===== src/rtl/gigabit_reconciler_pkg.sv =====
`default_nettype none
package gigabit_reconciler_pkg;

  // Clock and line timing.
  localparam int REF_CLK_MHZ    = 250;
  localparam int LINE_RATE_MBPS = 1000;
  localparam int BYTE_TIME_NS   = 8 * 1000 / LINE_RATE_MBPS;
  localparam int BYTE_CYCLES_I  = BYTE_TIME_NS * REF_CLK_MHZ / 1000;
  localparam logic [1:0] BYTE_CYCLES = 2'(BYTE_CYCLES_I);
  localparam logic [1:0] BYTE_LAST   = 2'(BYTE_CYCLES_I - 1);
  localparam logic [1:0] BYTE_HALF   = 2'(BYTE_CYCLES_I / 2);

  // Framing.
  localparam logic [7:0] PREAMBLE_BYTE = 8'h55;
  localparam logic [7:0] SFD_BYTE      = 8'hD5;
  localparam logic [3:0] PREAMBLE_LEN  = 4'h7;
  localparam logic [3:0] IPG_BYTES     = 4'hC;

  // Receive word layout in the FIFO.
  localparam int RX_WORD_W   = 10;
  localparam int RX_W_LAST   = 8;
  localparam int RX_W_ERR    = 9;
  localparam int RX_FIFO_DEP = 8;
  localparam int LENGTH_W    = 16;

  // Input synchroniser bit positions.
  localparam int SY_RXD   = 0;
  localparam int SY_DV    = 8;
  localparam int SY_ER    = 9;
  localparam int SY_CLK   = 10;
  localparam int SY_FAIL  = 11;
  localparam int SY_W     = 12;

  typedef enum logic [3:0] {
    TX_IDLE = 4'b0001,
    TX_PRE  = 4'b0010,
    TX_DATA = 4'b0100,
    TX_GAP  = 4'b1000
  } tx_state_t;

  typedef enum logic [3:0] {
    RX_IDLE  = 4'b0001,
    RX_PRE   = 4'b0010,
    RX_FRAME = 4'b0100,
    RX_FLUSH = 4'b1000
  } rx_state_t;

endpackage : gigabit_reconciler_pkg
`default_nettype wire


===== src/rtl/gigabit_reconciler.sv =====
// Contract
// - TXD bit 0 is LSB, sent first
// - RXD bit 0 is LSB, received first
// - TX_EN high only for valid frame bytes
// - Transmit pins change only with transmit clock
// - Transmit clock runs continuously
// - TX_ER only propagates errors, no extension
// - Add preamble and gap to every frame
// - Receive frame from SFD until RX_DV drops
// - Receive signals sampled by receive clock
// - Frame status ERROR if RX_DV with RX_ER
// - Ignore transmit length, give null receive length
// - Full duplex only, no CRS or COL
// - Provide link failure input
// - No degrade input, never report degrade
// - Strip preamble and gap on receive
// - Line runs at 1000 Mbps byte rate
// - Link status OK or FAIL from input
// - Not ready from acceptance through gap
`default_nettype none
module gigabit_reconciler (
  input  wire logic                                       ref_clk,
  input  wire logic                                       reset_n,
  input  wire logic [7:0]                                 tx_data,
  input  wire logic                                       tx_valid,
  input  wire logic                                       tx_last,
  input  wire logic                                       tx_error,
  input  wire logic [gigabit_reconciler_pkg::LENGTH_W-1:0] tx_length,
  output logic                                            tx_ready,
  output logic                                            tx_accept,
  output logic      [7:0]                                 rx_data,
  output logic                                            rx_valid,
  output logic                                            rx_last,
  output logic                                            rx_status_err,
  output logic      [gigabit_reconciler_pkg::LENGTH_W-1:0] rx_length,
  input  wire logic                                       rx_ready,
  input  wire logic                                       signal_fail,
  output logic                                            link_fail,
  output logic                                            gtx_clk,
  output logic      [7:0]                                 txd,
  output logic                                            tx_en,
  output logic                                            tx_er,
  input  wire logic                                       rx_clk,
  input  wire logic [7:0]                                 rxd,
  input  wire logic                                       rx_dv,
  input  wire logic                                       rx_er
);
  import gigabit_reconciler_pkg::*;

  // Reset release.
  logic [1:0] rst_sync_r;
  logic       rst_n;

  always_ff @(posedge ref_clk or negedge reset_n) begin
    if (!reset_n) begin
      rst_sync_r <= 2'h0;
    end else begin
      rst_sync_r <= {rst_sync_r[0], 1'b1};
    end
  end
  assign rst_n = rst_sync_r[1];

  // Pin synchronisers. The first stage feeds only the second stage.
  logic [SY_W-1:0] pin_meta_r;
  logic [SY_W-1:0] pin_sync_r;
  logic            rx_clk_prev_r;
  logic            rx_edge;

  always_ff @(posedge ref_clk or negedge rst_n) begin
    if (!rst_n) begin
      pin_meta_r    <= '0;
      pin_sync_r    <= '0;
      rx_clk_prev_r <= 1'b0;
    end else begin
      pin_meta_r    <= {signal_fail, rx_clk, rx_er, rx_dv, rxd};
      pin_sync_r    <= pin_meta_r;
      rx_clk_prev_r <= pin_sync_r[SY_CLK];
    end
  end

  // Data and clock pass the same two stages, so the data seen at a
  // detected rising edge is the data the PHY set up for that edge.
  assign rx_edge = pin_sync_r[SY_CLK] && !rx_clk_prev_r;

  // Link status. There is no degrade input and no degrade output.
  logic link_fail_r;
  logic link_fail_nxt;

  always_comb begin
    link_fail_nxt = pin_sync_r[SY_FAIL];
  end

  // Transmit byte clock. The line runs one byte per BYTE_CYCLES.
  logic [1:0] phase_r;
  logic [1:0] phase_nxt;
  logic       gtx_clk_r;
  logic       gtx_clk_nxt;
  logic       tick;

  always_comb begin
    tick        = (phase_r == BYTE_LAST);
    phase_nxt   = tick ? 2'h0 : phase_r + 2'h1;
    // The clock falls on the tick, so the PHY samples mid-byte.
    gtx_clk_nxt = (phase_nxt >= BYTE_HALF);
  end

  // Transmit state machine.
  tx_state_t  tx_state_r;
  tx_state_t  tx_state_nxt;
  logic [3:0] tx_cnt_r;
  logic [3:0] tx_cnt_nxt;
  logic [7:0] txd_r;
  logic [7:0] txd_nxt;
  logic       tx_en_r;
  logic       tx_en_nxt;
  logic       tx_er_r;
  logic       tx_er_nxt;
  logic       tx_ready_r;
  logic       tx_ready_nxt;
  logic       tx_accept_r;
  logic       tx_accept_nxt;

  // tx_length is not read: the length of a frame is set by tx_last.
  always_comb begin
    tx_state_nxt  = tx_state_r;
    tx_cnt_nxt    = tx_cnt_r;
    txd_nxt       = txd_r;
    tx_en_nxt     = tx_en_r;
    tx_er_nxt     = tx_er_r;
    tx_accept_nxt = 1'b0;
    // The line pins move only on the tick, which is a transmit clock edge.
    if (tick) begin
      unique case (tx_state_r)
        TX_IDLE: begin
          txd_nxt   = 8'h00;
          tx_en_nxt = 1'b0;
          tx_er_nxt = 1'b0;
          if (tx_valid) begin
            txd_nxt      = PREAMBLE_BYTE;
            tx_en_nxt    = 1'b1;
            tx_cnt_nxt   = 4'h1;
            tx_state_nxt = TX_PRE;
          end
        end
        TX_PRE: begin
          tx_en_nxt = 1'b1;
          if (tx_cnt_r == PREAMBLE_LEN) begin
            txd_nxt      = SFD_BYTE;
            tx_state_nxt = TX_DATA;
          end else begin
            txd_nxt    = PREAMBLE_BYTE;
            tx_cnt_nxt = tx_cnt_r + 4'h1;
          end
        end
        TX_DATA: begin
          tx_en_nxt = 1'b1;
          if (tx_valid) begin
            txd_nxt       = tx_data;
            tx_er_nxt     = tx_error;
            tx_accept_nxt = 1'b1;
            if (tx_last) begin
              tx_cnt_nxt   = 4'h0;
              tx_state_nxt = TX_GAP;
            end
          end else begin
            // An underrun cannot be hidden: the frame is cut and marked.
            txd_nxt      = 8'h00;
            tx_er_nxt    = 1'b1;
            tx_cnt_nxt   = 4'h0;
            tx_state_nxt = TX_GAP;
          end
        end
        TX_GAP: begin
          txd_nxt    = 8'h00;
          tx_en_nxt  = 1'b0;
          tx_er_nxt  = 1'b0;
          tx_cnt_nxt = tx_cnt_r + 4'h1;
          if (tx_cnt_r == IPG_BYTES - 4'h1) begin
            tx_state_nxt = TX_IDLE;
          end
        end
      endcase
    end
    tx_ready_nxt = (tx_state_nxt == TX_IDLE);
  end

  // Receive state machine. One byte is held back so that the last byte
  // received before RX_DV drops can still be pushed with the last mark.
  rx_state_t  rx_state_r;
  rx_state_t  rx_state_nxt;
  logic [7:0] held_r;
  logic [7:0] held_nxt;
  logic       held_v_r;
  logic       held_v_nxt;
  logic       frame_err_r;
  logic       frame_err_nxt;
  logic [RX_WORD_W-1:0] push_word;
  logic                 push_valid;
  logic                 push_ready;
  logic [RX_WORD_W-1:0] pop_word;
  logic                 pop_valid;
  logic                 pop_ready;
  logic [7:0]           rx_byte;

  assign rx_byte = pin_sync_r[SY_RXD +: 8];

  always_comb begin
    rx_state_nxt  = rx_state_r;
    held_nxt      = held_r;
    held_v_nxt    = held_v_r;
    frame_err_nxt = frame_err_r;
    push_valid    = 1'b0;
    push_word     = '0;
    unique case (rx_state_r)
      RX_IDLE, RX_PRE: begin
        // Preamble and idle bytes are dropped here.
        if (rx_edge) begin
          if (!pin_sync_r[SY_DV]) begin
            rx_state_nxt = RX_IDLE;
          end else if (rx_byte == SFD_BYTE) begin
            rx_state_nxt  = RX_FRAME;
            held_v_nxt    = 1'b0;
            frame_err_nxt = 1'b0;
          end else begin
            rx_state_nxt = RX_PRE;
          end
        end
      end
      RX_FRAME: begin
        if (rx_edge) begin
          if (pin_sync_r[SY_DV]) begin
            if (pin_sync_r[SY_ER]) begin
              frame_err_nxt = 1'b1;
            end
            if (held_v_r) begin
              push_valid = 1'b1;
              push_word  = {1'b0, 1'b0, held_r};
              // A full buffer loses the byte; the frame is marked bad.
              if (!push_ready) begin
                frame_err_nxt = 1'b1;
              end
            end
            held_nxt   = rx_byte;
            held_v_nxt = 1'b1;
          end else begin
            rx_state_nxt = held_v_r ? RX_FLUSH : RX_IDLE;
          end
        end
      end
      RX_FLUSH: begin
        // The closing word is never dropped; it waits for room. The
        // gap on the line gives time for the buffer to drain.
        push_valid = 1'b1;
        push_word  = {frame_err_r, 1'b1, held_r};
        if (push_ready) begin
          held_v_nxt   = 1'b0;
          rx_state_nxt = RX_IDLE;
        end
      end
      default: begin
        rx_state_nxt = RX_IDLE;
      end
    endcase
  end

  word_fifo #(
    .WIDTH (RX_WORD_W),
    .DEPTH (RX_FIFO_DEP)
  ) rx_fifo (
    .clk       (ref_clk),
    .rst_n     (rst_n),
    .in_data   (push_word),
    .in_valid  (push_valid),
    .in_ready  (push_ready),
    .out_data  (pop_word),
    .out_valid (pop_valid),
    .out_ready (pop_ready)
  );

  // Output register toward the MAC.
  logic [7:0] rx_data_r;
  logic [7:0] rx_data_nxt;
  logic       rx_valid_r;
  logic       rx_valid_nxt;
  logic       rx_last_r;
  logic       rx_last_nxt;
  logic       rx_err_r;
  logic       rx_err_nxt;

  assign pop_ready = !rx_valid_r || rx_ready;

  always_comb begin
    rx_data_nxt  = rx_data_r;
    rx_valid_nxt = rx_valid_r;
    rx_last_nxt  = rx_last_r;
    rx_err_nxt   = rx_err_r;
    if (pop_ready) begin
      rx_valid_nxt = pop_valid;
      if (pop_valid) begin
        rx_data_nxt = pop_word[7:0];
        rx_last_nxt = pop_word[RX_W_LAST];
        rx_err_nxt  = pop_word[RX_W_ERR];
      end
    end
  end

  always_ff @(posedge ref_clk or negedge rst_n) begin
    if (!rst_n) begin
      link_fail_r  <= 1'b0;
      phase_r      <= 2'h0;
      gtx_clk_r    <= 1'b0;
      tx_state_r   <= TX_IDLE;
      tx_cnt_r     <= 4'h0;
      txd_r        <= 8'h00;
      tx_en_r      <= 1'b0;
      tx_er_r      <= 1'b0;
      tx_ready_r   <= 1'b1;
      tx_accept_r  <= 1'b0;
      rx_state_r   <= RX_IDLE;
      held_r       <= 8'h00;
      held_v_r     <= 1'b0;
      frame_err_r  <= 1'b0;
      rx_data_r    <= 8'h00;
      rx_valid_r   <= 1'b0;
      rx_last_r    <= 1'b0;
      rx_err_r     <= 1'b0;
    end else begin
      link_fail_r  <= link_fail_nxt;
      phase_r      <= phase_nxt;
      gtx_clk_r    <= gtx_clk_nxt;
      tx_state_r   <= tx_state_nxt;
      tx_cnt_r     <= tx_cnt_nxt;
      txd_r        <= txd_nxt;
      tx_en_r      <= tx_en_nxt;
      tx_er_r      <= tx_er_nxt;
      tx_ready_r   <= tx_ready_nxt;
      tx_accept_r  <= tx_accept_nxt;
      rx_state_r   <= rx_state_nxt;
      held_r       <= held_nxt;
      held_v_r     <= held_v_nxt;
      frame_err_r  <= frame_err_nxt;
      rx_data_r    <= rx_data_nxt;
      rx_valid_r   <= rx_valid_nxt;
      rx_last_r    <= rx_last_nxt;
      rx_err_r     <= rx_err_nxt;
    end
  end

  // The block has no carrier sense or collision pins at all.
  assign link_fail     = link_fail_r;
  assign gtx_clk       = gtx_clk_r;
  assign txd           = txd_r;
  assign tx_en         = tx_en_r;
  assign tx_er         = tx_er_r;
  assign tx_ready      = tx_ready_r;
  assign tx_accept     = tx_accept_r;
  assign rx_data       = rx_data_r;
  assign rx_valid      = rx_valid_r;
  assign rx_last       = rx_last_r;
  assign rx_status_err = rx_err_r;
  // The delivered length is always null.
  assign rx_length     = '0;

endmodule : gigabit_reconciler
`default_nettype wire


===== src/rtl/word_fifo.sv =====
`default_nettype none
module word_fifo #(
  parameter int WIDTH = 10,
  parameter int DEPTH = 8
) (
  input  wire logic             clk,
  input  wire logic             rst_n,
  input  wire logic [WIDTH-1:0] in_data,
  input  wire logic             in_valid,
  output logic                  in_ready,
  output logic      [WIDTH-1:0] out_data,
  output logic                  out_valid,
  input  wire logic             out_ready
);
  // DEPTH must be a power of two so the pointers wrap on their own.
  localparam int AW = $clog2(DEPTH);

  logic [WIDTH-1:0] mem_r   [DEPTH];
  logic [WIDTH-1:0] mem_nxt [DEPTH];
  logic [AW-1:0]    wr_ptr_r, wr_ptr_nxt;
  logic [AW-1:0]    rd_ptr_r, rd_ptr_nxt;
  logic [AW:0]      count_r,  count_nxt;
  logic             push;
  logic             pop;

  assign in_ready  = (count_r != (AW+1)'(DEPTH));
  assign out_valid = (count_r != '0);
  assign out_data  = mem_r[rd_ptr_r];

  always_comb begin
    push       = in_valid && in_ready;
    pop        = out_valid && out_ready;
    mem_nxt    = mem_r;
    wr_ptr_nxt = wr_ptr_r;
    rd_ptr_nxt = rd_ptr_r;
    count_nxt  = count_r;
    if (push) begin
      mem_nxt[wr_ptr_r] = in_data;
      wr_ptr_nxt        = wr_ptr_r + 1'b1;
    end
    if (pop) begin
      rd_ptr_nxt = rd_ptr_r + 1'b1;
    end
    if (push && !pop) begin
      count_nxt = count_r + 1'b1;
    end else if (pop && !push) begin
      count_nxt = count_r - 1'b1;
    end
  end

  always_ff @(posedge clk or negedge rst_n) begin
    if (!rst_n) begin
      mem_r    <= '{default: '0};
      wr_ptr_r <= '0;
      rd_ptr_r <= '0;
      count_r  <= '0;
    end else begin
      mem_r    <= mem_nxt;
      wr_ptr_r <= wr_ptr_nxt;
      rd_ptr_r <= rd_ptr_nxt;
      count_r  <= count_nxt;
    end
  end

endmodule : word_fifo
`default_nettype wire


===== config.mk =====
export PLATFORM = sky130hd
export DESIGN_NAME = gigabit_reconciler
export DESIGN_NICKNAME = d
export VERILOG_FILES = /design/src/rtl/gigabit_reconciler_pkg.sv /design/src/rtl/gigabit_reconciler.sv /design/src/rtl/word_fifo.sv
export SDC_FILE = /design/constraint.sdc
export NUM_CORES = 1
export LEC_CHECK = 0
export ABC_CLOCK_PERIOD_IN_PS = 9800
export BUFFER_PORTS_ARGS = -buffer_cell sky130_fd_sc_hd__buf_2
export CORE_MARGIN = 2
export CORE_UTILIZATION = 63
export CTS_CLUSTER_DIAMETER = 30
export DETAILED_ROUTE_END_ITERATION = 12
export GPL_TIMING_DRIVEN = 0
export HOLD_SLACK_MARGIN = 0.1
export PLACE_DENSITY = 0.95
export SETUP_SLACK_MARGIN = 0.3
export SLEW_MARGIN = 10
export SYNTH_ARGS = -nofsm -noshare
export SYNTH_HDL_FRONTEND = slang
export SYNTH_SLANG_ARGS = --single-unit

===== constraint.sdc =====
create_clock -name ref_clk -period 9.8 [get_ports ref_clk]
set_input_delay 1.47 -clock ref_clk [delete_from_list [all_inputs] [get_ports ref_clk]]
set_output_delay 1.47 -clock ref_clk [all_outputs]
set_load 0.02 [all_outputs]

Word-level counts from Yosys, hierarchy flattened
Index checks and enable logic that the tools add are counted.
Word-level totals
  output and inout port bits: 41
  register bits: 166
Operators by class
  reduce and logical (&&, ||, !) cells: 26
  bitwise operators: 2
  magnitude comparators: 4
  eq/ne operators: 24
  add/subtract/negate cells: 6
  multiplexer cells: 60
Operator list (number)
  80-bit bitwise mux: 1
  4-bit two-way mux: 17
  8-bit two-way mux: 5
  4-bit case mux with 4 select lines: 2
  8-bit case mux with 4 select lines: 1
  10-bit binary-select mux with 3-bit select: 1
  10-bit demux with 3-bit select: 1
  10-bit two-way mux: 3
  10-bit case mux with 2 select lines: 1
  1-bit two-way mux: 18
  2-bit inequality test, second input constant: 9
  4-bit by 1-bit equality test with 1-bit output, second input constant: 3
  4-bit by 3-bit equality test with 1-bit output, second input constant: 3
  4-bit equality test, second input constant: 3
  4-bit case mux with 3 select lines: 1
  4-bit by 1-bit adder with 4-bit output, second input constant: 2
  4-bit by 2-bit equality test with 1-bit output, second input constant: 2
  8-bit equality test, second input constant: 1
  4-bit >= comparator, second input constant: 2
  3-bit NOT with 4-bit output: 2
  4-bit AND reduction: 2
  7-bit two-way mux: 1
  7-bit AND reduction: 1
  3-bit by 1-bit adder with 3-bit output, second input constant: 2
  21 further kinds: 38

Longest topological paths before layout
  word-level depth: 9
  depth in mapped cells: 12

Modules after synthesis
From an unflattened synthesis, not the netlist that was laid out.
Second synthesis, totals
  cells, all modules: 510
  area total of the unflattened synthesis: 7418.4 um^2
By module, submodules not included
  word_fifo: times used 1, cells each 264, area each 4217.8 um^2
  gigabit_reconciler: times used 1, cells each 246, area each 3200.6 um^2

Least setup slack after synthesis
No wires, ideal clock.
  kind: input to register
  start point: input rx_ready
  end point: register rx_fifo.count_r[3]
  data arrival time: 3.376 ns
  cell stages on the path: 12
  path buffers: 1
  data required time: 9.675 ns
  setup slack: 6.299 ns
  cell sequence: inv_1 -> a21oi_1 -> clkbuf_1 -> inv_1 -> ha_1 -> inv_1 -> ha_1 -> a21o_1 -> a21oi_1 -> xnor2_1 -> nor2_1 -> xor2_1
On the way
  longest elaborated chain between the ends: 5
  elaborated cells between the ends (all ways): 7
  those cells by class: mux: 1; reduce/logical: 6
RTL lines
  from (decl): RTL line gigabit_reconciler.sv:36  | input wire logic rx_ready,
  1-bit logical OR *: RTL line gigabit_reconciler.sv:290  | assign pop_ready = !rx_valid_r || rx_ready;
  1-bit logical AND *: RTL line word_fifo.sv:32  | pop = out_valid && out_ready;
  1-bit zero test: RTL line word_fifo.sv:44  | if (push && !pop) begin
  1-bit logical AND: RTL line word_fifo.sv:44
  4-bit two-way mux or 2-bit nonzero test (tied branches)
  to (signal assigned): RTL line word_fifo.sv:61  | count_r <= count_nxt;
  to (decl): RTL line word_fifo.sv:22  | logic [AW:0] count_r, count_nxt;
Every way passes the cells marked *; elsewhere a longest branch is shown, timed or not.
A chain may end at the register's enable or synchronous reset.

Final worst setup path
Ends and elaborated chain as after synthesis.

==> results.json <==
{
  "antenna_found_initial": 0,
  "leakage_nw": 4.13,
  "synth_area_um2": 7330,
  "grt.overflow.total": 0,
  "finalSetupViolations": 0,
  "critPathKind": "in2reg",
  "drive_gt1_share_pct": 34.7,
  "ys_ff_latch": 166,
  "synth_mux_area_share_pct": 22.7,
  "numCtsBuffers": 17,
  "synth_ff_type": "dfrtp_1",
  "synth-simple-area-share_pct": 8.83,
  "portBuffers": 50,
  "peakVddDrop_uv": 186,
  "powerDensity_nw_per_um2": 223,
  "post_cts_buffers": 0,
  "synth-edff-count": 0,
  "wl_um": 15300,
  "critPathBufInv": 5,
  "rsz0062_at_grt": "no",
  "cts_max_level": 4,
  "synth_compound_area_share_pct": 5.04,
  "cp.required_ps": 10110,
  "rows": 39,
  "setup-tns-final_ps": 0,
  "syn2layout_area_growth_pct": 15.4,
  "period_share_pct": 37.4,
  "viasPerCell": 5.81,
  "synth_fa_ha_area_share_pct": 1.30,
  "slowest_delay_ps": 500,
  "detail-route-antenna-nets": 0,
  "cp_common_cell": "inv_1",
  "worst_path_dominant_cell_family": "buffers and inverters",
  "crit_chain": "buf_2, inv_1, a21oi_1, clkbuf_1, inv_1, ha_1, inv_1, ha_1, a21o_1, a21oi_1, xnor2_1, nor2_1, xor2_1",
  "clockRootBuffer": "clkbuf_16",
  "slowest_stage": "clkbuf_1",
  "cts_tree": "built",
  "cp-end-kind": "flip-flop",
  "final_cell_area_um2": 8460,
  "ff2ff_path_depth": 12,
  "yosysWarnings": 0,
  "die_area_um2": 12500,
  "cts_resized": 0,
  "cts_max_path_buffers": 2,
  "tightest_slew_ps": 854,
  "ctsHoldBuffers": 0,
  "ioPinCount": 83,
  "hold_path_class": "reg2async",
  "synth_top_family_by_area": "multiplexers",
  "cp.arrival_ps": 3980,
  "path_clk_slew_ps": 70,
  "seqCellArea_um2": 4160,
  "timing.hold.ws_ps": 305,
  "critPathLaunchType": "input port",
  "multi_input_area_um2": 2950,
  "placed_area_um2": 7870,
  "fin_crit_ps": 3660,
  "grt_pass1_wl_um": 25700,
  "seq_area_frac_synth_pct": 56.7,
  "async_reset_ff_share_pct": 100,
  "postLayoutCoreUtil_pct": 74.4,
  "synth_area_per_cell_um2": 14.0,
  "via_count": 4447,
  "synthCells": 523,
  "n_antenna_cell": 0,
  "grt_max_degree": 70,
  "relSlewSlack_pct": 43.1,
  "clock.fmax_ghz": 0.273,
  "p_total_mw": 1.88,
  "path_max_fanout": 10,
  "die_h_um": 112,
  "drtIter0Drc": 320,
  "cts.sinks": 166,
  "place_congestion": 0.886,
  "yosys.area_share.xor_xnor_pct": 1.43,
  "grt_pass1_vias": 4862,
  "dr.pass1.iters": 5,
  "ys_types": 53,
  "clk_latency_ps": 430,
  "skew_ps": 9.01,
  "worstSetupPathDepth": 13,
  "core_area_um2": 11400,
  "die_w_um": 112,
  "finalHoldViolCount": 0,
  "drcViolationCount": 0,
  "maxCapViolations": 0,
  "place_hpwl_um": 9640,
  "finalNetCount": 658,
  "fillers": 691,
  "track_usage_pct": 27.1,
  "status": "complete, no violations",
  "slew_viol_final": 0,
  "wl_per_cell_um": 20.0,
  "start_util_pct": 64.5
}
## placed cells by master, fill, tap and decap left out, drive strengths merged, types with 3 or more instances in the layout
cell	synthesis	routed
nand2	21	21
ha	6	6
mux2i	10	10
nor4b	8	8
conb	2	17
nor4	3	3
nor2	21	21
a22o	7	7
a21oi	26	26
dfstp	3	3
inv	9	18
nor2b	12	12
mux4	20	20
buf	32	84
xor2	5	5
xnor2	7	7
clkbuf	9	26
clkinv	0	3
nand3	7	7
dfrtp	163	163
nand3b	3	3
nand4b	4	4
nand2b	8	8
o21ai	15	15
mux2	94	94
and3	3	3
## cell families (layout without fill, tap and decap cells)
kind of cell	after synthesis	after routing
AO/OA/AOI/OAI	58	58
flip-flops	166	166
adder cells (fa/ha/maj)	7	7
buffers and inverters	50	134
multiplexers	124	124
other	2	17
XOR/XNOR	12	12
AND/OR/NAND/NOR	104	104
## final timing paths
kind,start,end,slack [ps]
max,rx_ready,rx_fifo.count_r[3],6140
min,rst_sync_r[1],rx_data[4],300
min in group ref_clk,pin_meta_r[0],pin_sync_r[0],350
max reg2reg,rx_fifo.count_r[0],rx_fifo.count_r[3],6720
max in group asynchronous,rst_sync_r[1],rx_state_r[0],8780
min reg2reg,rst_sync_r[1],rx_data[4],300
## where the power goes
| part | internal, mW | total (mW) | leakage (nW) | switching (mW) |
|---|---|---|---|---|
| registers | 0.753 | 0.811 | 2.18 | 0.0582 |
| clock network | 0.361 | 0.658 | 0.282 | 0.298 |
| logic | 0.168 | 0.414 | 1.67 | 0.246 |
## worst register-to-register path: cells and delay by family (launching register included)
kind                       cells  cell delay [ps]
adders and majority gates      2              510
DFF                            1              470
xor gates and xnor gates       2              280
and+or+nand+nor                2              170
buffers and inverters          3              740
AOI/OAI and AO/OA              3              790
## routing by layer
layer,vias to the layer above,track usage [%],routed length [um]
li1,2022,-,-
met5,-,0,0
met4,0,10.2,303
met1,2277,34.2,6140
met2,121,46.6,8230
met3,27,5.88,646
## Yosys cell counts (3+ instances only)
library cell / number / area share (%)
nand3_1: 7 / 0.48
nand2b_1: 8 / 0.68
xor2_1: 5 / 0.60
nor4_1: 3 / 0.26
nand4b_1: 4 / 0.48
buf_2: 9 / 0.61
nor4b_2: 3 / 0.61
nor2_1: 20 / 1.0
a21oi_1: 26 / 1.8
dfrtp_1: 163 / 56
dfstp_2: 3 / 1.1
clkbuf_1: 9 / 0.46
mux2_1: 25 / 3.8
buf_4: 20 / 2.0
mux4_2: 20 / 6.1
ha_1: 6 / 1.0
o21ai_0: 15 / 1.0
inv_1: 9 / 0.46
nand3b_1: 3 / 0.31
a22o_1: 7 / 0.84
mux2i_1: 10 / 1.4
nand2_1: 21 / 1.1
xnor2_1: 7 / 0.84
nor2b_1: 12 / 1.0
mux2_2: 54 / 8.3
nor4b_1: 4 / 0.48
mux2_4: 15 / 3.1
and3_1: 3 / 0.26
## layout make-up
type / count / share of cell area, %
Clock buffer: 17 / 5.03
Tap cell: 143 / 2.12
Inverter: 9 / 0.400
Sequential cell: 166 / 49.2
Buffer: 41 / 2.93
Timing Repair Buffer: 52 / 3.61
Multi-Input combinational cell: 322 / 34.8
Clock inverter: 15 / 1.86
## through the flow
stage	cells	worst slack, ps
2_1_floorplan	538	4840
6_report	765	6140
3_5_place_dp	733	5730
5_1_grt	765	5870
4_1_cts	765	6140
3_3_place_gp	731	3560
## state kept, by name, indices dropped and copies added (netlist names), 2 cells and up
name              count
tx_cnt_r              4
rx_fifo.wr_ptr_r      3
txd                   8
rx_fifo.mem_r        80
pin_sync_r           12
rx_state_r            4
rx_data               8
phase_r               2
tx_state_r            4
pin_meta_r           12
rx_fifo.count_r       4
rx_fifo.rd_ptr_r      3
held_r                8
rst_sync_r            2
Power figures use the tool's default switching activity.
